--- config.mk ---
export PLATFORM = sky130hd
export DESIGN_NAME = spi_slave_serial_port
export DESIGN_NICKNAME = d
export VERILOG_FILES = /design/src/include/spi_slave_serial_port_pkg.sv /design/src/rtl/spi_slave_serial_port.sv
export VERILOG_INCLUDE_DIRS = /design/src /design/src/include
export SDC_FILE = /design/constraint.sdc
export NUM_CORES = 1
export LEC_CHECK = 0
export BUFFER_PORTS_ARGS = -buffer_cell sky130_fd_sc_hd__buf_2
export CORE_ASPECT_RATIO = 0.8
export CORE_MARGIN = 2
export CORE_UTILIZATION = 58
export DETAILED_ROUTE_END_ITERATION = 10
export MAX_ROUTING_LAYER = met4
export PLACE_DENSITY = 0.79
export SLEW_MARGIN = 25
export SYNTH_ARGS = -nofsm -noshare
export SYNTH_HDL_FRONTEND = slang
export SYNTH_SLANG_ARGS = --single-unit
--- constraint.sdc ---
create_clock -name clock -period 3.1 [get_ports clock]
set_clock_uncertainty 0.1 [all_clocks]
set_input_delay 0.62 -clock clock [delete_from_list [all_inputs] [get_ports clock]]
set_output_delay 0.62 -clock clock [all_outputs]
set_load 0.1 [all_outputs]
--- src/include/spi_slave_serial_port_defines.svh ---
// Constants for the slave-mode serial port: encodings, fixed bytes, field positions
`ifndef SPI_SLAVE_SERIAL_PORT_DEFINES_SVH
`define SPI_SLAVE_SERIAL_PORT_DEFINES_SVH
// Overview of operation
// - Slave operation when controller mode is 2 and master select bit cleared.
// - Serial clock comes from the external master, at most 5 Mbps.
// - Frames follow polarity, phase and bit order; order 1 means LSB first.
// - Polarity 1 to 0 without mode 0 reinit sends one spurious 0xFE first.
// - While select is asserted, drive MISO and sample MOSI.
// - Select gates the MISO driver and resets the slave shift register.
// - Separate four-byte transmit and receive FIFOs, served by software or DMA.
// - Receive-valid is set while the receive FIFO holds an unread byte.
// - Byte arriving at a full receive FIFO is dropped; overflow bit and event.
// - DMA overrun error shows after receive FIFO drains; cleared by reset or load.
// - Each received byte shifts out a FIFO byte; empty FIFO flags underrun.
// - Underrun sends previous byte or 0xFF, chosen by the repeat bit.
// - Transmit-idle clears at byte start and sets, with event, after a byte that ends with the FIFO empty.
// - Writing into an empty transmit FIFO leaves status and flags unchanged.
// - Transmit-free clears when FIFO full, sets once a byte frees space.
// - Transmit-idle clears after the first bit, sets when all bytes are out.
// - After select and first receive-valid, new data gets one padding byte first.
// - Events on rises of idle, free, receive-valid, and on overrun and underrun.
// - Events when a DMA buffer active bit falls from 1 to 0.
// - Interrupt needs both the local mask and the top-level enable.
`define SPI_MODE_SPI        2'h2
`define SPI_MODE_OFF        2'h0
`define SPI_FIFO_DEPTH      3'h4
`define SPI_BUSY_TOKEN      8'hFF
`define SPI_SPURIOUS_BYTE   8'hFE
`define SPI_IRQ_RX_VALID    0
`define SPI_IRQ_TX_FREE     1
`define SPI_IRQ_TX_IDLE     2
`define SPI_IRQ_RX_OVERRUN  3
`define SPI_IRQ_TX_UNDERRUN 4
`define SPI_IRQ_TX_DMA_A    5
`define SPI_IRQ_TX_DMA_B    6
`define SPI_IRQ_RX_DMA_A    7
`define SPI_IRQ_RX_DMA_B    8
`define SPI_IRQ_COUNT       9
`endif

--- src/include/spi_slave_serial_port_pkg.sv ---
// Types shared by the slave-mode serial port
package spi_slave_serial_port_pkg;
  typedef logic [7:0] byte_t;
  typedef logic [8:0] irq_vec_t;
  typedef enum logic [1:0] {
    SRC_FIFO    = 2'b00,
    SRC_PAD     = 2'b01,
    SRC_SPUR    = 2'b10,
    SRC_UNDER   = 2'b11
  } tx_src_t;
endpackage

--- src/rtl/spi_slave_serial_port.sv ---
// Slave-mode SPI serial port with transmit/receive FIFOs, status and interrupt flags
`timescale 1ns/1ns
`include "spi_slave_serial_port_defines.svh"
module spi_slave_serial_port (
  input  wire logic                                clock,
  input  wire logic                                srst,
  input  wire logic [1:0]                          controller_mode_field,
  input  wire logic                                master_select_bit,
  input  wire logic                                clock_polarity_bit,
  input  wire logic                                clock_phase_bit,
  input  wire logic                                bit_order_bit,
  input  wire logic                                repeat_select_bit,
  input  wire logic                                sclk_in,
  input  wire logic                                slave_select_low,
  input  wire logic                                mosi_in,
  output logic                                     miso_out,
  output logic                                     miso_oe,
  input  wire logic                                tx_push,
  input  wire spi_slave_serial_port_pkg::byte_t    tx_push_data,
  input  wire logic                                rx_pop,
  output spi_slave_serial_port_pkg::byte_t         rx_head_data,
  output logic                                     rx_valid_bit,
  output logic                                     rx_overflow_bit,
  output logic                                     tx_idle_bit,
  output logic                                     tx_free_bit,
  input  wire logic [1:0]                          tx_dma_active_bits,
  input  wire logic [1:0]                          rx_dma_active_bits,
  input  wire logic [1:0]                          dma_channel_reset_bits,
  input  wire logic                                rx_dma_load,
  output logic                                     rx_dma_error,
  input  wire spi_slave_serial_port_pkg::irq_vec_t irq_flag_clear,
  input  wire spi_slave_serial_port_pkg::irq_vec_t irq_mask_reg,
  input  wire logic                                top_irq_enable,
  output spi_slave_serial_port_pkg::irq_vec_t      irq_flag_reg,
  output logic                                     irq_out
);
  import spi_slave_serial_port_pkg::*;

  // Pin synchronisers; stage one feeds only stage two
  logic [2:0] sclk_sync_reg;
  logic [1:0] ssel_sync_reg;
  logic [1:0] mosi_sync_reg;
  logic       ss_active_d_reg;

  always_ff @(posedge clock) begin
    if (srst) begin
      sclk_sync_reg   <= 3'h0;
      ssel_sync_reg   <= 2'h3;
      mosi_sync_reg   <= 2'h0;
      ss_active_d_reg <= 1'b0;
    end else begin
      sclk_sync_reg   <= {sclk_sync_reg[1:0], sclk_in};
      ssel_sync_reg   <= {ssel_sync_reg[0], slave_select_low};
      mosi_sync_reg   <= {mosi_sync_reg[0], mosi_in};
      ss_active_d_reg <= ~ssel_sync_reg[1];
    end
  end

  logic slave_en;
  logic ss_active;
  logic ss_fall;
  logic sclk_edge;
  logic leading_edge;
  logic sample_edge;

  assign slave_en     = (controller_mode_field == `SPI_MODE_SPI) & ~master_select_bit;
  assign ss_active    = slave_en & ~ssel_sync_reg[1];
  assign ss_fall      = ss_active & ~ss_active_d_reg;
  assign sclk_edge    = sclk_sync_reg[2] ^ sclk_sync_reg[1];
  // Leading edge leaves the idle level given by polarity
  assign leading_edge = sclk_edge & (sclk_sync_reg[2] == clock_polarity_bit);
  // Phase 0 samples on leading edges, phase 1 on trailing ones
  assign sample_edge  = ss_active & sclk_edge & (leading_edge ^ clock_phase_bit);
  // Bit counter and receive shifter
  logic [2:0] bit_cnt_reg;
  byte_t      rx_shift_reg;
  byte_t      rx_byte;
  logic       first_bit;
  logic       byte_done;

  assign first_bit = sample_edge & (bit_cnt_reg == 3'h0);
  assign byte_done = sample_edge & (bit_cnt_reg == 3'h7);
  assign rx_byte   = bit_order_bit ? {mosi_sync_reg[1], rx_shift_reg[7:1]}
                                   : {rx_shift_reg[6:0], mosi_sync_reg[1]};

  always_ff @(posedge clock) begin
    if (srst || !ss_active) begin
      bit_cnt_reg  <= 3'h0;
      rx_shift_reg <= 8'h00;
    end else if (sample_edge) begin
      bit_cnt_reg  <= bit_cnt_reg + 3'h1;
      rx_shift_reg <= rx_byte;
    end
  end

  // Transmit FIFO
  byte_t      tx_mem [4];
  logic [1:0] tx_wr_ptr_reg;
  logic [1:0] tx_rd_ptr_reg;
  logic [2:0] tx_count_reg;
  logic       tx_empty;
  logic       tx_full;
  logic       tx_wr;
  logic       tx_rd;
  logic       load_now;
  tx_src_t    load_src;

  assign tx_empty = (tx_count_reg == 3'h0);
  assign tx_full  = (tx_count_reg == `SPI_FIFO_DEPTH);
  assign tx_wr    = tx_push & ~tx_full;
  assign tx_rd    = load_now & (load_src == SRC_FIFO);

  always_ff @(posedge clock) begin
    if (srst) begin
      tx_wr_ptr_reg <= 2'h0;
      tx_rd_ptr_reg <= 2'h0;
      tx_count_reg  <= 3'h0;
    end else begin
      if (tx_wr) begin
        tx_wr_ptr_reg <= tx_wr_ptr_reg + 2'h1;
      end
      if (tx_rd) begin
        tx_rd_ptr_reg <= tx_rd_ptr_reg + 2'h1;
      end
      if (tx_wr && !tx_rd) begin
        tx_count_reg <= tx_count_reg + 3'h1;
      end else if (tx_rd && !tx_wr) begin
        tx_count_reg <= tx_count_reg - 3'h1;
      end
    end
  end

  // Receive FIFO
  byte_t      rx_mem [4];
  logic [1:0] rx_wr_ptr_reg;
  logic [1:0] rx_rd_ptr_reg;
  logic [2:0] rx_count_reg;
  logic       rx_full;
  logic       rx_wr;
  logic       rx_rd;
  logic       rx_overrun;

  assign rx_full    = (rx_count_reg == `SPI_FIFO_DEPTH);
  assign rx_wr      = byte_done & ~rx_full;
  assign rx_overrun = byte_done & rx_full;
  assign rx_rd      = rx_pop & (rx_count_reg != 3'h0);
  genvar e;
  generate
    for (e = 0; e < 4; e++) begin : g_entry
      always_ff @(posedge clock) begin
        if (srst) begin
          tx_mem[e] <= 8'h00;
          rx_mem[e] <= 8'h00;
        end else begin
          if (tx_wr && tx_wr_ptr_reg == 2'(e)) begin
            tx_mem[e] <= tx_push_data;
          end
          if (rx_wr && rx_wr_ptr_reg == 2'(e)) begin
            rx_mem[e] <= rx_byte;
          end
        end
      end
    end
  endgenerate

  always_ff @(posedge clock) begin
    if (srst) begin
      rx_wr_ptr_reg <= 2'h0;
      rx_rd_ptr_reg <= 2'h0;
      rx_count_reg  <= 3'h0;
    end else begin
      if (rx_wr) begin
        rx_wr_ptr_reg <= rx_wr_ptr_reg + 2'h1;
      end
      if (rx_rd) begin
        rx_rd_ptr_reg <= rx_rd_ptr_reg + 2'h1;
      end
      if (rx_wr && !rx_rd) begin
        rx_count_reg <= rx_count_reg + 3'h1;
      end else if (rx_rd && !rx_wr) begin
        rx_count_reg <= rx_count_reg - 3'h1;
      end
    end
  end

  // Padding arm, pending pad and spurious-byte tracking
  logic pad_armed_reg;
  logic pad_pending_reg;
  logic spur_pending_reg;
  logic pol_d_reg;

  always_ff @(posedge clock) begin
    if (srst || !ss_active) begin
      pad_armed_reg <= 1'b0;
    end else if (rx_valid_bit) begin
      pad_armed_reg <= 1'b1;
    end
  end

  always_ff @(posedge clock) begin
    if (srst || !ss_active) begin
      pad_pending_reg <= 1'b0;
    end else if (pad_armed_reg && tx_empty && tx_wr && !load_now) begin
      pad_pending_reg <= 1'b1;
    end else if (load_now && load_src == SRC_PAD) begin
      pad_pending_reg <= 1'b0;
    end
  end

  // Only reset, a return to mode 0 or sending the 0xFE clears the stale polarity artefact
  always_ff @(posedge clock) begin
    if (srst) begin
      pol_d_reg        <= 1'b0;
      spur_pending_reg <= 1'b0;
    end else begin
      pol_d_reg <= clock_polarity_bit;
      if (controller_mode_field == `SPI_MODE_OFF) begin
        spur_pending_reg <= 1'b0;
      end else if (pol_d_reg && !clock_polarity_bit) begin
        spur_pending_reg <= 1'b1;
      end else if (load_now && load_src == SRC_SPUR) begin
        spur_pending_reg <= 1'b0;
      end
    end
  end

  // Byte loader: at select assertion and after each finished byte
  byte_t tx_byte_reg;
  byte_t last_tx_reg;
  byte_t pad_byte;
  logic  under_reg;
  assign load_now = ss_fall | byte_done;
  // A byte loaded but never clocked out before deselect does not count as sent
  assign pad_byte = repeat_select_bit ? (byte_done ? tx_byte_reg : last_tx_reg) : `SPI_BUSY_TOKEN;
  always_comb begin
    if (spur_pending_reg) begin
      load_src = SRC_SPUR;
    end else if (pad_pending_reg) begin
      load_src = SRC_PAD;
    end else if (!tx_empty) begin
      load_src = SRC_FIFO;
    end else begin
      load_src = SRC_UNDER;
    end
  end

  always_ff @(posedge clock) begin
    if (srst) begin
      tx_byte_reg <= 8'h00;
      last_tx_reg <= 8'h00;
      under_reg   <= 1'b0;
    end else if (load_now) begin
      last_tx_reg <= byte_done ? tx_byte_reg : last_tx_reg;
      case (load_src)
        SRC_SPUR: begin
          tx_byte_reg <= `SPI_SPURIOUS_BYTE;
          under_reg   <= 1'b0;
        end
        SRC_FIFO: begin
          tx_byte_reg <= tx_mem[tx_rd_ptr_reg];
          under_reg   <= 1'b0;
        end
        SRC_PAD, SRC_UNDER: begin
          tx_byte_reg <= pad_byte;
          under_reg   <= 1'b1;
        end
        default: begin
          tx_byte_reg <= `SPI_BUSY_TOKEN;
          under_reg   <= 1'b1;
        end
      endcase
    end
  end

  // Pin drive; bit index follows the counter and the bit order
  logic [2:0] out_idx;
  assign out_idx = bit_order_bit ? bit_cnt_reg : 3'h7 - bit_cnt_reg;

  always_ff @(posedge clock) begin
    if (srst) begin
      miso_out <= 1'b0;
      miso_oe  <= 1'b0;
    end else begin
      miso_out <= ss_active ? tx_byte_reg[out_idx] : 1'b0;
      miso_oe  <= ss_active;
    end
  end

  // Status bits
  logic tx_idle_next;
  logic tx_free_next;
  logic rx_valid_next;

  // A write alone never clears idle, so status stays put on a push that does not fill the FIFO
  assign tx_idle_next  = first_bit ? 1'b0 : (byte_done ? tx_empty : tx_idle_bit);
  assign tx_free_next  = (tx_count_reg != `SPI_FIFO_DEPTH);
  assign rx_valid_next = (rx_count_reg != 3'h0);

  always_ff @(posedge clock) begin
    if (srst) begin
      tx_idle_bit  <= 1'b1;
      tx_free_bit  <= 1'b1;
      rx_valid_bit <= 1'b0;
      rx_head_data <= 8'h00;
    end else begin
      tx_idle_bit  <= tx_idle_next;
      tx_free_bit  <= tx_free_next;
      rx_valid_bit <= rx_valid_next;
      rx_head_data <= rx_mem[rx_rd_ptr_reg];
    end
  end

  always_ff @(posedge clock) begin
    if (srst || !slave_en) begin
      rx_overflow_bit <= 1'b0;
    end else if (rx_overrun) begin
      rx_overflow_bit <= 1'b1;
    end
  end

  // DMA view of the overrun waits for the FIFO to drain
  logic rx_err_pending_reg;

  always_ff @(posedge clock) begin
    if (srst || dma_channel_reset_bits[1] || rx_dma_load) begin
      rx_err_pending_reg <= 1'b0;
      rx_dma_error       <= 1'b0;
    end else begin
      if (rx_overrun) begin
        rx_err_pending_reg <= 1'b1;
      end
      if (rx_err_pending_reg && rx_count_reg == 3'h0) begin
        rx_dma_error <= 1'b1;
      end
    end
  end

  // Event capture; a new event beats a simultaneous clear
  logic [1:0] tx_act_d_reg;
  logic [1:0] rx_act_d_reg;
  irq_vec_t   irq_event;
  always_comb begin
    irq_event = '0;
    irq_event[`SPI_IRQ_RX_VALID]    = rx_valid_next & ~rx_valid_bit;
    irq_event[`SPI_IRQ_TX_FREE]     = tx_free_next & ~tx_free_bit;
    irq_event[`SPI_IRQ_TX_IDLE]     = tx_idle_next & ~tx_idle_bit;
    irq_event[`SPI_IRQ_RX_OVERRUN]  = rx_overrun;
    irq_event[`SPI_IRQ_TX_UNDERRUN] = first_bit & under_reg;
    irq_event[`SPI_IRQ_TX_DMA_A]    = tx_act_d_reg[0] & ~tx_dma_active_bits[0];
    irq_event[`SPI_IRQ_TX_DMA_B]    = tx_act_d_reg[1] & ~tx_dma_active_bits[1];
    irq_event[`SPI_IRQ_RX_DMA_A]    = rx_act_d_reg[0] & ~rx_dma_active_bits[0];
    irq_event[`SPI_IRQ_RX_DMA_B]    = rx_act_d_reg[1] & ~rx_dma_active_bits[1];
  end

  always_ff @(posedge clock) begin
    if (srst) begin
      irq_flag_reg <= '0;
      irq_out      <= 1'b0;
      tx_act_d_reg <= 2'h0;
      rx_act_d_reg <= 2'h0;
    end else begin
      irq_flag_reg <= (irq_flag_reg & ~irq_flag_clear) | irq_event;
      irq_out      <= top_irq_enable & |(irq_flag_reg & irq_mask_reg);
      tx_act_d_reg <= tx_dma_active_bits;
      rx_act_d_reg <= rx_dma_active_bits;
    end
  end

endmodule // spi_slave_serial_port

* Word-level counts from Yosys, hierarchy flattened
Memories as Yosys holds them, arrays and structs flattened. A register that Yosys moved wholly into a read port is not among the register bits.
Cells that the tools add are included.
** Operators by class
- $lt $le $gt $ge :: 1
- Muxes and demuxes :: 57
- Multiply operators :: 0
- Equal/unequal tests :: 15
- Divide/modulo/power cells :: 0
- Bitwise gates (word level) :: 50
- Shift operators :: 0
- Reduce and logical (&&, ||, !) cells :: 48
- Add/subtract/negate cells :: 10
** Operator list (number)
- $mux W8 :: 11
- $mux W1 :: 33
- $pmux W8 S3 :: 1
- $and A1 B1 Y1 :: 22
- $logic_and A1 B1 Y1 :: 19
- $and A9 B9 Y9 :: 2
- $mux W3 :: 5
- $eq A2 B2 Y1 const B :: 7
- $not A1 Y1 :: 13
- $mux W2 :: 5
- $add A3 B1 Y3 const B :: 3
- $eq A3 B3 Y1 const B :: 3
- $logic_not A3 Y1 :: 3
- $not A9 Y9 :: 1
- $or A1 B1 Y1 :: 9
- $or A9 B9 Y9 :: 1
- $reduce_or A9 Y1 :: 1
- $add A2 B1 Y2 const B :: 4
- $logic_not A1 Y1 :: 8
- $logic_not A2 Y1 :: 4
- $reduce_bool A2 Y1 :: 4
- $reduce_or A2 Y1 :: 4
- $eq A2 B1 Y1 const B :: 3
- $sub A3 B1 Y3 const B :: 2
- other kinds (9) :: 13
** Word-level totals
- ROM bits :: 0
- Word-level logic and storage cells :: 214
- Latch bits :: 0
- Output and inout bits :: 25
- Memory bits (writable) :: 64
- Bits in registers :: 76
- Memories :: 2
** Memory list
- rx_mem :: depth 4, width 8, read ports 1, clocked after Yosys merged registers in 1, write ports 4, line spi_slave_serial_port.sv:134 : byte_t rx_mem [4];
- tx_mem :: depth 4, width 8, read ports 1, clocked after Yosys merged registers in 1, write ports 4, line spi_slave_serial_port.sv:97 : byte_t tx_mem [4];

* Longest topological paths before layout
Gate-level depths: netlist of the first run.
- Word-level depth :: 12
- Gate-level depth with buffers :: 11

* Worst setup path before layout of the first run
OpenSTA, ideal clock, no wires.
- Path kind :: input-to-reg
- From :: in controller_mode_field[0]
- To :: reg rx_count_reg[2]
- Arrival time :: 2.734 ns
- Setup slack :: 0.195 ns
- Stages on the path :: 9
- Cell sequence :: nor4b_4 > nand2_1 > nor3_4 > ha_1 > inv_1 > fa_1 > xor2_1 > or3_1 > a21oi_1
** Between the ends
- Longest elaborated chain between the ends :: 10
- Elaborated cells on any way between the ends :: 12
** RTL lines
- from (decl) :: line spi_slave_serial_port.sv:7 : input wire logic [1:0] controller_mode_field,
- $eq A2 B2 Y1 (no line) *
- $and A1 B1 Y1 * :: line spi_slave_serial_port.sv:66 : assign slave_en = (controller_mode_field == `SPI_MODE_SPI) & ~master_select_bit;
- $and A1 B1 Y1 * :: line spi_slave_serial_port.sv:67 : assign ss_active = slave_en & ~ssel_sync_reg[1];
- $and A1 B1 Y1 * (2 in a row) :: line spi_slave_serial_port.sv:73 : assign sample_edge = ss_active & sclk_edge & (leading_edge ^ clock_phase_bit);
- $and A1 B1 Y1 * :: line spi_slave_serial_port.sv:82 : assign byte_done = sample_edge & (bit_cnt_reg == 3'h7);
- $and A1 B1 Y1 * :: line spi_slave_serial_port.sv:144 : assign rx_wr = byte_done & ~rx_full;
- $logic_not A1 Y1 :: line spi_slave_serial_port.sv:180 : end else if (rx_rd && !rx_wr) begin
- $logic_and A1 B1 Y1 :: line spi_slave_serial_port.sv:180
- $reduce_bool A2 Y1 (no line)
- to (signal assigned) :: line spi_slave_serial_port.sv:179 : rx_count_reg <= rx_count_reg + 3'h1;
- to (signal assigned) :: line spi_slave_serial_port.sv:181 : rx_count_reg <= rx_count_reg - 3'h1;
- to (decl) :: line spi_slave_serial_port.sv:137 : logic [2:0] rx_count_reg;
Mark *: on every way between the ends. The rest lies on a longest branch, timed or not.
A chain may end at the register's enable or synchronous reset.

* Worst setup path after layout of the first run
- From :: reg bit_cnt_reg[0]
- To :: reg tx_count_reg[2]
** Between the ends
- Longest elaborated chain between the ends :: 7
- Elaborated cells on any way between the ends :: 9
** RTL lines
- from (decl) :: line spi_slave_serial_port.sv:75 : logic [2:0] bit_cnt_reg;
- from (signal assigned) :: line spi_slave_serial_port.sv:91 : bit_cnt_reg <= bit_cnt_reg + 3'h1;
- $eq A3 B3 Y1 * :: line spi_slave_serial_port.sv:82
- $and A1 B1 Y1 * :: line spi_slave_serial_port.sv:82
- $or A1 B1 Y1 * :: line spi_slave_serial_port.sv:232 : assign load_now = ss_fall | byte_done;
- $and A1 B1 Y1 * :: line spi_slave_serial_port.sv:111 : assign tx_rd = load_now & (load_src == SRC_FIFO);
- $logic_not A1 Y1 :: line spi_slave_serial_port.sv:125 : if (tx_wr && !tx_rd) begin
- $logic_and A1 B1 Y1 :: line spi_slave_serial_port.sv:125
- $mux W3 / $reduce_bool A2 Y1 (equally long branches)
- to (signal assigned) :: line spi_slave_serial_port.sv:126 : tx_count_reg <= tx_count_reg + 3'h1;
- to (signal assigned) :: line spi_slave_serial_port.sv:128 : tx_count_reg <= tx_count_reg - 3'h1;
- to (decl) :: line spi_slave_serial_port.sv:100 : logic [2:0] tx_count_reg;
Marked as above.

==> impl_metrics.py, run 1 <==
metrics = {
    "status": {
        "status": "completed",
    },
    "pwr": {
        "switching_share_pct": 23.7,
        "p_per_area_nw_per_um2": 619,
        "p_leak_uw": 0.00289,
        "switching_power_uw": 1100,
        "combPwrFrac_pct": 8.8,
        "seq_power_share_pct": 47.4,
        "internal-power_uw": 3550,
        "pwr-share-clk_pct": 43.8,
        "peakVddDrop_v": 0.000368,
    },
    "finish": {
        "ff_latch_area_um2": 3640,
        "multi_input_area_um2": 2580,
        "areaGrowthSynthToFinish_pct": 17.7,
        "nFillCells": 789,
        "finalInstanceArea_um2": 7520,
        "layout-drive-gt1-share_pct": 21.9,
        "antenna_cells": 0,
        "finalNetCount": 702,
    },
    "yosys": {
        "syn_avg_cell_area_um2": 11.4,
        "synth-main-ff-cell": "dfxtp_1",
        "synthCells": 558,
        "yosysMostFrequentCell": "dfxtp_1",
        "synth-seq-area-share_pct": 57.1,
        "synth.top_cells.by_count": "86 x dfxtp_1, 83 x nor2_1, 64 x edfxtp_1",
        "syn_area_um2": 6380,
        "synth_cell_types": 53,
        "syn_nets": 621,
        "synth_top_cells_by_area": "edfxtp_1 30%, dfxtp_1 27%, mux4_2 5.6%, nor2_1 4.9%, and2_1 4.0%",
        "synth-edff-count": 64,
        "synth.top_cell.area_share_pct": 30.1,
        "yosysWarnings": 0,
        "ys_ff_latch": 150,
        "async_reset_ff_share_pct": 0,
        "synth_top_cell_by_area": "edfxtp_1",
    },
    "floorplan": {
        "start_util_pct": 59.1,
        "die_h_um": 97.8,
        "coreArea_um2": 10800,
        "die_width_um": 121,
        "fp-row-count": 34,
        "dieArea_um2": 11900,
        "pin_count": 73,
    },
    "worst_hold_path": {
        "min_path_cells": 2,
        "hold_path.class": "primary input to register",
        "min-delay-start": "dma_channel_reset_bits[1]",
        "min_to": "rx_dma_error",
    },
    "clock_tree": {
        "clockBufferDepth": 2,
        "cts_made_buffers": 17,
        "ctsHoldBuffers": 0,
        "cts_tree": "yes",
        "clockRootBuffer": "clkbuf_16",
        "cts_htree_levels": 4,
        "path_clk_slew_ns": 0.06,
        "cts.sinks": 150,
        "insertion_delay_ns": 0.41,
    },
    "global_route": {
        "grt_start_max_net_pins": 54,
        "grt_pass1_vias": 4415,
        "grt_pass1_wl_um": 21800,
        "grt_overflow": 0,
        "antenna_found_initial": 0,
        "track_usage_pct": 24.7,
    },
    "critical_path": {
        "crit_required_ns": 3.34,
        "path_max_fanout": 7,
        "critical_path_class": "register to register",
        "ff2ff_setup_slack_ns": 0.30,
        "reg2reg_to": "tx_count_reg[2]",
        "arrival_ns": 3.04,
        "start_kind": "register",
        "r2r_start": "bit_cnt_reg[0]",
        "end_kind": "register",
        "worstRegToRegCells": 11,
    },
    "placement": {
        "io_buffers": 71,
        "post_dp_cell_area_um2": 6920,
        "dp.final_hpwl_um": 9080,
        "dpl_worst_slack_ns": 0.220,
        "place_congestion": 0.840,
    },
    "timing": {
        "period_needed_ns": 2.80,
        "fmax_mhz": 358,
        "setup-violations-final": 0,
        "rsz0062_at_grt": "no",
        "slew_headroom_pct": 56.2,
        "fin_tns_setup_ns": 0,
        "maxSlewViolCount": 0,
        "hold_viol": 0,
        "period_share_pct": 90.2,
        "tightest_slew_ns": 0.657,
        "fin_ws_ns": 0.303,
    },
    "route": {
        "viasPerCell": 5.43,
        "drcViolationCount": 0,
        "wire_per_inst_um": 16.6,
        "antenna_left": 0,
        "drt_iter0_drc": 397,
        "routed_wl_um": 13200,
        "via_count": 4325,
        "first_pass_iters": 5,
    },
    "flow_run": {
        "maxCapViolCount": 0,
    },
}
[cell usage in the layout (no fill, tap or decap), drive strengths merged, types with 4 or more instances in the layout]
cell,Yosys,layout
nor3,13,13
dfxtp,86,86
xor2,7,7
o21ai,16,16
or3,6,6
clkinv,0,6
mux4,16,16
a211oi,9,9
a21oi,30,30
buf,9,84
ha,13,13
nor2b,16,16
nor2,83,83
xnor2,6,6
inv,17,20
nand2b,15,15
nor4,4,4
mux2i,23,23
edfxtp,64,64
and3,6,6
and2,41,41
clkbuf,13,22
nand2,29,29
[logic make-up (layout without fill, tap and decap cells)]
group	after synthesis	after routing	share of synthesized area [%]
buffers and inverters	39	133	2.53
and+or+nand+nor	227	227	18.5
AOI/OAI and AO/OA	73	73	7.04
xor gates and xnor gates	13	13	1.90
DFF	150	150	57.1
adders and majority gates	15	15	3.18
muxes	41	41	9.80
[power groups by stage]
stage	registers, uW	clock network (uW)	logic [uW]
after global routing	2210	2150	449
after global placement	2240	0	391
after CTS	2210	2060	411
final	2210	2040	410
after detailed placement	2250	0	406
after floorplan	2310	0	218
[through the flow]
step / instances / util [%] / total power [uW] / hold slack (ns)
2_1_floorplan: 558 / - / 2530 / 0.289
3_3_place_gp: 764 / 64.0 / 2630 / 0.296
3_5_place_dp: 764 / 64.0 / 2650 / 0.304
4_1_cts: 796 / 69.5 / 4670 / 0.271
5_1_grt: 796 / 69.6 / 4810 / 0.267
6_report: 796 / 69.6 / 4650 / 0.285
[how the worst max path moves through the flow]
| stage | to | startpoint | cells past startpoint |
|---|---|---|---|
| floorplan | rx_count_reg[2] | controller_mode_field[0] | 9 |
| global placement | tx_count_reg[2] | clock_polarity_bit | 10 |
| detailed placement | tx_count_reg[2] | clock_polarity_bit | 10 |
| CTS | tx_count_reg[2] | bit_cnt_reg[0] | 11 |
| global route | tx_count_reg[2] | bit_cnt_reg[0] | 11 |
| finish | tx_count_reg[2] | bit_cnt_reg[0] | 11 |
[critical path: stages, from the launching register on]
cell and delay (ns):
dfxtp_1 0.39, ha_1 0.24, ha_2 0.22, nand3b_1 0.11, mux2i_1 0.15, o211ai_2 0.21
ha_1 0.23, inv_1 0.06, fa_1 0.37, xor2_1 0.18, or3_1 0.31, a21oi_1 0.15
[what timing repair did]
action / 4_1_cts / 5_1_grt
endpoints found under the setup margin: 0 / 2
gates resized for setup: 0 / 1
setup buffers: 0 / 0
[layer usage]
layer	global-route usage, %	up-vias	wire [um]
met5	-	-	0
li1	-	2128	-
met4	7.07	0	122
met3	6.13	15	528
met1	30.7	2082	5860
met2	40.4	100	6740
[layout make-up]
cell class / count / area share (%)
flip-flops and latches: 150 / 48.5
clock inverters: 10 / 1.17
multi-input cells: 369 / 34.3
well taps: 144 / 2.40
inverters: 17 / 0.849
repair buffers: 84 / 6.03
clock buffers: 22 / 6.74
No activity file was read; power rests on OpenSTA's default activity.
==> run 2: changes to the inputs <==
CORE_MARGIN = unset   (was 2)
CORE_UTILIZATION = 45   (was 58)
PLACE_DENSITY = unset   (was 0.79)
==> impl_metrics.py, run 2 (same netlist as run 1, synthesis figures left out) <==
metrics = {
    "pwr": {
        "peakVddDrop_v": 0.000490,
        "power_uw": 4460,
        "p_per_area_nw_per_um2": 597,
        "p_leak_uw": 0.00284,
    },
    "worst_hold_path": {
        "min-delay-start": "rx_dma_load",
        "min_path_cells": 2,
        "min_to": "rx_dma_error",
        "hold_path.class": "primary input to register",
    },
    "critical_path": {
        "crit_buf_inv": 1,
        "cpMaxStageDelayCell": "dfxtp_1",
        "worstRegToRegCells": 11,
        "critPathMostFrequentCell": "ha_1",
        "critical_path_class": "register to register",
        "path_max_fanout": 7,
        "path_cells": "ha_1 -> ha_1 -> nand3b_1 -> mux2i_1 -> o211ai_2 -> ha_1 -> inv_1 -> fa_1 -> xor2_1 -> or3_1 -> a21oi_1",
        "cpPeakStageDelay_ns": 0.39,
        "path_delay_family": "adder cells",
        "crit_required_ns": 3.34,
        "end_kind": "register",
        "start_kind": "register",
        "arrival_ns": 3.08,
        "r2r_start": "bit_cnt_reg[0]",
        "ff2ff_setup_slack_ns": 0.26,
        "reg2reg_to": "tx_count_reg[2]",
    },
    "clock_tree": {
        "insertion_delay_ns": 0.42,
        "ctsHoldBuffers": 0,
        "path_clk_slew_ns": 0.05,
        "cts_resized": 0,
        "cts.sinks": 150,
        "clockBufferDepth": 2,
        "cts_tree": "yes",
        "post_cts_buffers": 0,
        "cts_made_buffers": 17,
        "cts_htree_levels": 4,
        "clockRootBuffer": "clkbuf_16",
    },
    "timing": {
        "period_needed_ns": 2.84,
        "fmax_mhz": 352,
        "slew_headroom_pct": 54.5,
        "rsz0062_at_grt": "no",
        "maxSlewViolCount": 0,
        "setup-violations-final": 0,
        "fin_tns_setup_ns": 0,
        "period_share_pct": 91.6,
        "hold_viol": 0,
        "tightest_slew_ns": 0.680,
    },
    "finish": {
        "nFillCells": 1220,
        "final_core_utilization_pct": 54.6,
        "antenna_cells": 0,
        "layout_common_cells": "86 x dfxtp_1, 83 x nor2_1, 71 x buf_2",
        "areaGrowthSynthToFinish_pct": 17.2,
        "final_common_cell": "dfxtp_1",
        "finalNetCount": 701,
        "layout-drive-gt1-share_pct": 20.6,
    },
    "global_route": {
        "grt_overflow": 0,
        "track_usage_pct": 19.9,
        "grt_pass1_vias": 4293,
        "antenna_found_initial": 0,
        "grt_pass1_wl_um": 21100,
        "grt_start_max_net_pins": 41,
    },
    "status": {
        "status": "completed",
    },
    "placement": {
        "dp.final_hpwl_um": 9010,
        "place_congestion": 0.780,
        "io_buffers": 71,
    },
    "floorplan": {
        "pin_count": 73,
        "dieArea_um2": 14700,
        "fp-row-count": 38,
        "coreArea_um2": 13700,
        "start_util_pct": 46.6,
        "die_h_um": 109,
        "die_width_um": 135,
    },
    "route": {
        "first_pass_iters": 5,
        "via_count": 4286,
        "antenna_left": 0,
        "drcViolationCount": 0,
        "drt_iter0_drc": 232,
        "wire_per_inst_um": 15.7,
        "routed_wl_um": 13100,
        "viasPerCell": 5.16,
    },
    "flow_run": {
        "maxCapViolCount": 0,
    },
}
==> run 2: cell count changes in the layout (fill, tap and decap cells not counted), sizes merged <==
cell	previous run	this run
inv	20	18
clkbuf	22	25
clkinv	6	4
buf	84	83
==> run 2: cell type report <==
type | count | area [um2] | area share (%)
well taps | 180 | 225 | 3.01
clock buffers | 25 | 465 | 6.22
multi-input cells | 369 | 2580 | 34.5
repair buffers | 83 | 445 | 5.96
clock inverters | 6 | 56.3 | 0.753
flip-flops and latches | 150 | 3640 | 48.7
inverters | 17 | 63.8 | 0.853
==> run 2: power by group <==
group	switching (uW)	internal [uW]	leakage (uW)	total (uW)
logic	256	144	0.00125	401
clock network	741	1110	0.000259	1850
registers	45.7	2160	0.00134	2210
==> run 2: metrics by stage <==
step                cell area (um2)  setup WS, ns  hold slack [ns]  std cells
detailed placement             6960         0.226            0.300        799
CTS                            7480         0.231            0.262        830
global route                   7480        0.0613            0.273        830
global placement               6960         0.279            0.301        799
floorplan                      6380         0.195            0.289        558
finish                         7480         0.261            0.278        830
==> run 2: worst max path at each step <==
stage,from,end,cells after the start
5_1_grt,bit_cnt_reg[0],tx_count_reg[2],11
6_report,bit_cnt_reg[0],tx_count_reg[2],11
2_1_floorplan,controller_mode_field[0],rx_count_reg[2],9
3_3_place_gp,clock_polarity_bit,tx_count_reg[2],10
4_1_cts,bit_cnt_reg[0],tx_count_reg[2],11
3_5_place_dp,clock_polarity_bit,tx_count_reg[2],10
==> run 2: per-layer routing <==
metal / global-route usage (%) / vias to the layer above / share of wire (%)
li1: - / 2128 / -
met1: 23.8 / 2062 / 45
met2: 33.2 / 86 / 50
met3: 3.84 / 10 / 4.1
met4: 7.95 / 0 / 0.80
met5: - / - / 0
==> run 2: worst register-to-register path: cells and delay by family (launching register included) <==
family / cells / cell delay (ns)
fa+ha+maj: 4 / 1.11
mux: 1 / 0.13
flops: 1 / 0.39
xor+xnor: 1 / 0.17
buf+inv: 1 / 0.06
simple gates: 2 / 0.42
compound gates: 2 / 0.38
==> run 3: changes to the inputs <==
ABC_AREA = 0   (was unset)
clock period = 3.3 ns   (was 3.1 ns; I/O delays follow)
==> impl_metrics.py, run 3 (same netlist as run 1, synthesis figures left out) <==
metrics = {
    "status": {
        "status": "completed",
    },
    "placement": {
        "place_congestion": 0.817,
        "io_buffers": 71,
        "dpl_worst_slack_ns": 0.284,
        "post_dp_cell_area_um2": 6940,
        "dp.final_hpwl_um": 8880,
    },
    "route": {
        "via_count": 4292,
        "first_pass_iters": 4,
        "antenna_left": 0,
        "routed_wl_um": 12800,
        "viasPerCell": 5.18,
        "wire_per_inst_um": 15.5,
        "drt_iter0_drc": 210,
        "drcViolationCount": 0,
    },
    "global_route": {
        "grt_pass1_wl_um": 20300,
        "grt_pass1_vias": 4023,
        "grtUsageMet3_pct": 4.36,
        "busiest_layer": "met2",
        "antenna_found_initial": 0,
        "gr-usage-met1_pct": 24.6,
        "grt_start_max_net_pins": 37,
        "grt_util_met2_pct": 29.9,
        "grt_overflow": 0,
        "track_usage_pct": 19.1,
    },
    "timing": {
        "period_share_pct": 88.3,
        "period_needed_ns": 2.91,
        "slew_headroom_pct": 55.6,
        "maxSlewViolCount": 0,
        "fmax_mhz": 343,
        "fin_ws_ns": 0.387,
        "hold_slack_ns": 0.321,
        "setup-violations-final": 0,
        "rsz0062_at_grt": "no",
        "tightest_slew_ns": 0.665,
        "hold_viol": 0,
        "fin_tns_setup_ns": 0,
    },
    "critical_path": {
        "worstRegToRegCells": 10,
        "arrival_ns": 3.16,
        "reg2reg_to": "rx_count_reg[2]",
        "cpPeakStageDelay_ns": 0.49,
        "path_max_fanout": 7,
        "critPathMostFrequentCell": "ha_1",
        "critical_path_class": "register to register",
        "ff2ff_setup_slack_ns": 0.39,
        "critPathLaunch": "bit_cnt_reg[0]",
        "r2r_start": "bit_cnt_reg[0]",
        "path_cells": "ha_1 -> ha_1 -> nand2_1 -> nor3_4 -> ha_1 -> inv_1 -> fa_1 -> xor2_1 -> or3_1 -> a21oi_1",
        "cpMaxStageDelayCell": "dfxtp_1",
        "end_kind": "register",
        "start_kind": "register",
        "crit_required_ns": 3.55,
    },
    "floorplan": {
        "fp-row-count": 38,
        "die_h_um": 109,
        "pin_count": 73,
        "coreArea_um2": 13700,
        "dieArea_um2": 14700,
        "die_width_um": 135,
        "start_util_pct": 46.6,
    },
    "clock_tree": {
        "clockRootBuffer": "clkbuf_16",
        "post_cts_buffers": 0,
        "insertion_delay_ns": 0.41,
        "clockBufferDepth": 2,
        "ctsHoldBuffers": 0,
        "cts_made_buffers": 17,
        "cts_resized": 0,
        "cts_htree_levels": 4,
        "cts.sinks": 150,
        "cts_tree": "yes",
        "path_clk_slew_ns": 0.06,
    },
    "pwr": {
        "p_per_area_nw_per_um2": 588,
        "p_leak_uw": 0.00288,
        "peakVddDrop_v": 0.000465,
    },
    "worst_hold_path": {
        "hold_path.class": "register to register",
        "min-delay-start": "ssel_sync_reg[0]",
        "min_path_cells": 1,
        "min_to": "ssel_sync_reg[1]",
    },
    "finish": {
        "antenna_cells": 0,
        "multi_input_area_um2": 2580,
        "finalNetCount": 699,
        "ff_latch_area_um2": 3640,
        "layout_common_cells": "86 x dfxtp_1, 83 x nor2_1, 71 x buf_2",
        "nFillCells": 1232,
        "final_common_cell": "dfxtp_1",
        "finalInstanceArea_um2": 7550,
        "areaGrowthSynthToFinish_pct": 18.2,
        "layout-drive-gt1-share_pct": 21.3,
    },
    "flow_run": {
        "maxCapViolCount": 0,
    },
}
-- run 3: cell types whose count changed in the layout (fill, tap and decap cells not counted) --
cell and delta:
inv_4 +1, clkbuf_1 -5, clkbuf_8 -1, buf_4 -2, inv_6 +2, clkinvlp_4 +1
bufinv_16 +2, clkbuf_16 +1
-- run 3: area by class of cell --
class / count / area share, %
Timing Repair Buffer: 81 / 5.70
Tap cell: 180 / 2.98
Clock inverter: 12 / 1.96
Inverter: 17 / 0.845
Multi-Input combinational cell: 369 / 34.2
Sequential cell: 150 / 48.3
Clock buffer: 20 / 6.07
-- run 3: report_power, final --
part / internal [uW] / switching (uW) / total (uW)
combinational: 135 / 246 / 381
sequential: 2030 / 41.0 / 2070
clock: 1230 / 754 / 1990
total: 3400 / 1040 / 4440
-- run 3: per-stage QoR --
stage	utilization (%)	total power (uW)	cells
5_1_grt	55.1	4610	829
4_1_cts	55.1	4470	829
6_report	55.1	4440	829
3_3_place_gp	50.7	2480	797
3_5_place_dp	50.7	2490	797
2_1_floorplan	-	2370	558
-- run 3: how the worst max path moves through the flow --
stage / to / cells past startpoint
detailed placement: rx_count_reg[2] / 10
global placement: rx_count_reg[2] / 10
CTS: rx_count_reg[2] / 10
global route: rx_count_reg[2] / 10
finish: rx_count_reg[2] / 10
floorplan: rx_count_reg[2] / 9
-- run 3: critical path, delay by kind of cell, from the launching register on --
kind	cells	cell delay [ns]
xor+xnor	1	0.17
compound gates	1	0.14
fa+ha+maj	4	1.09
buf+inv	1	0.06
simple gates	3	0.79
flops	1	0.49
-- run 3: metal layers --
metal	up-vias	routed length (um)	share of wire (%)
li1	2116	-	-
met1	2076	5890	46
met2	90	6250	49
met3	10	586	4.6
met4	0	111	0.86
met5	-	0	0
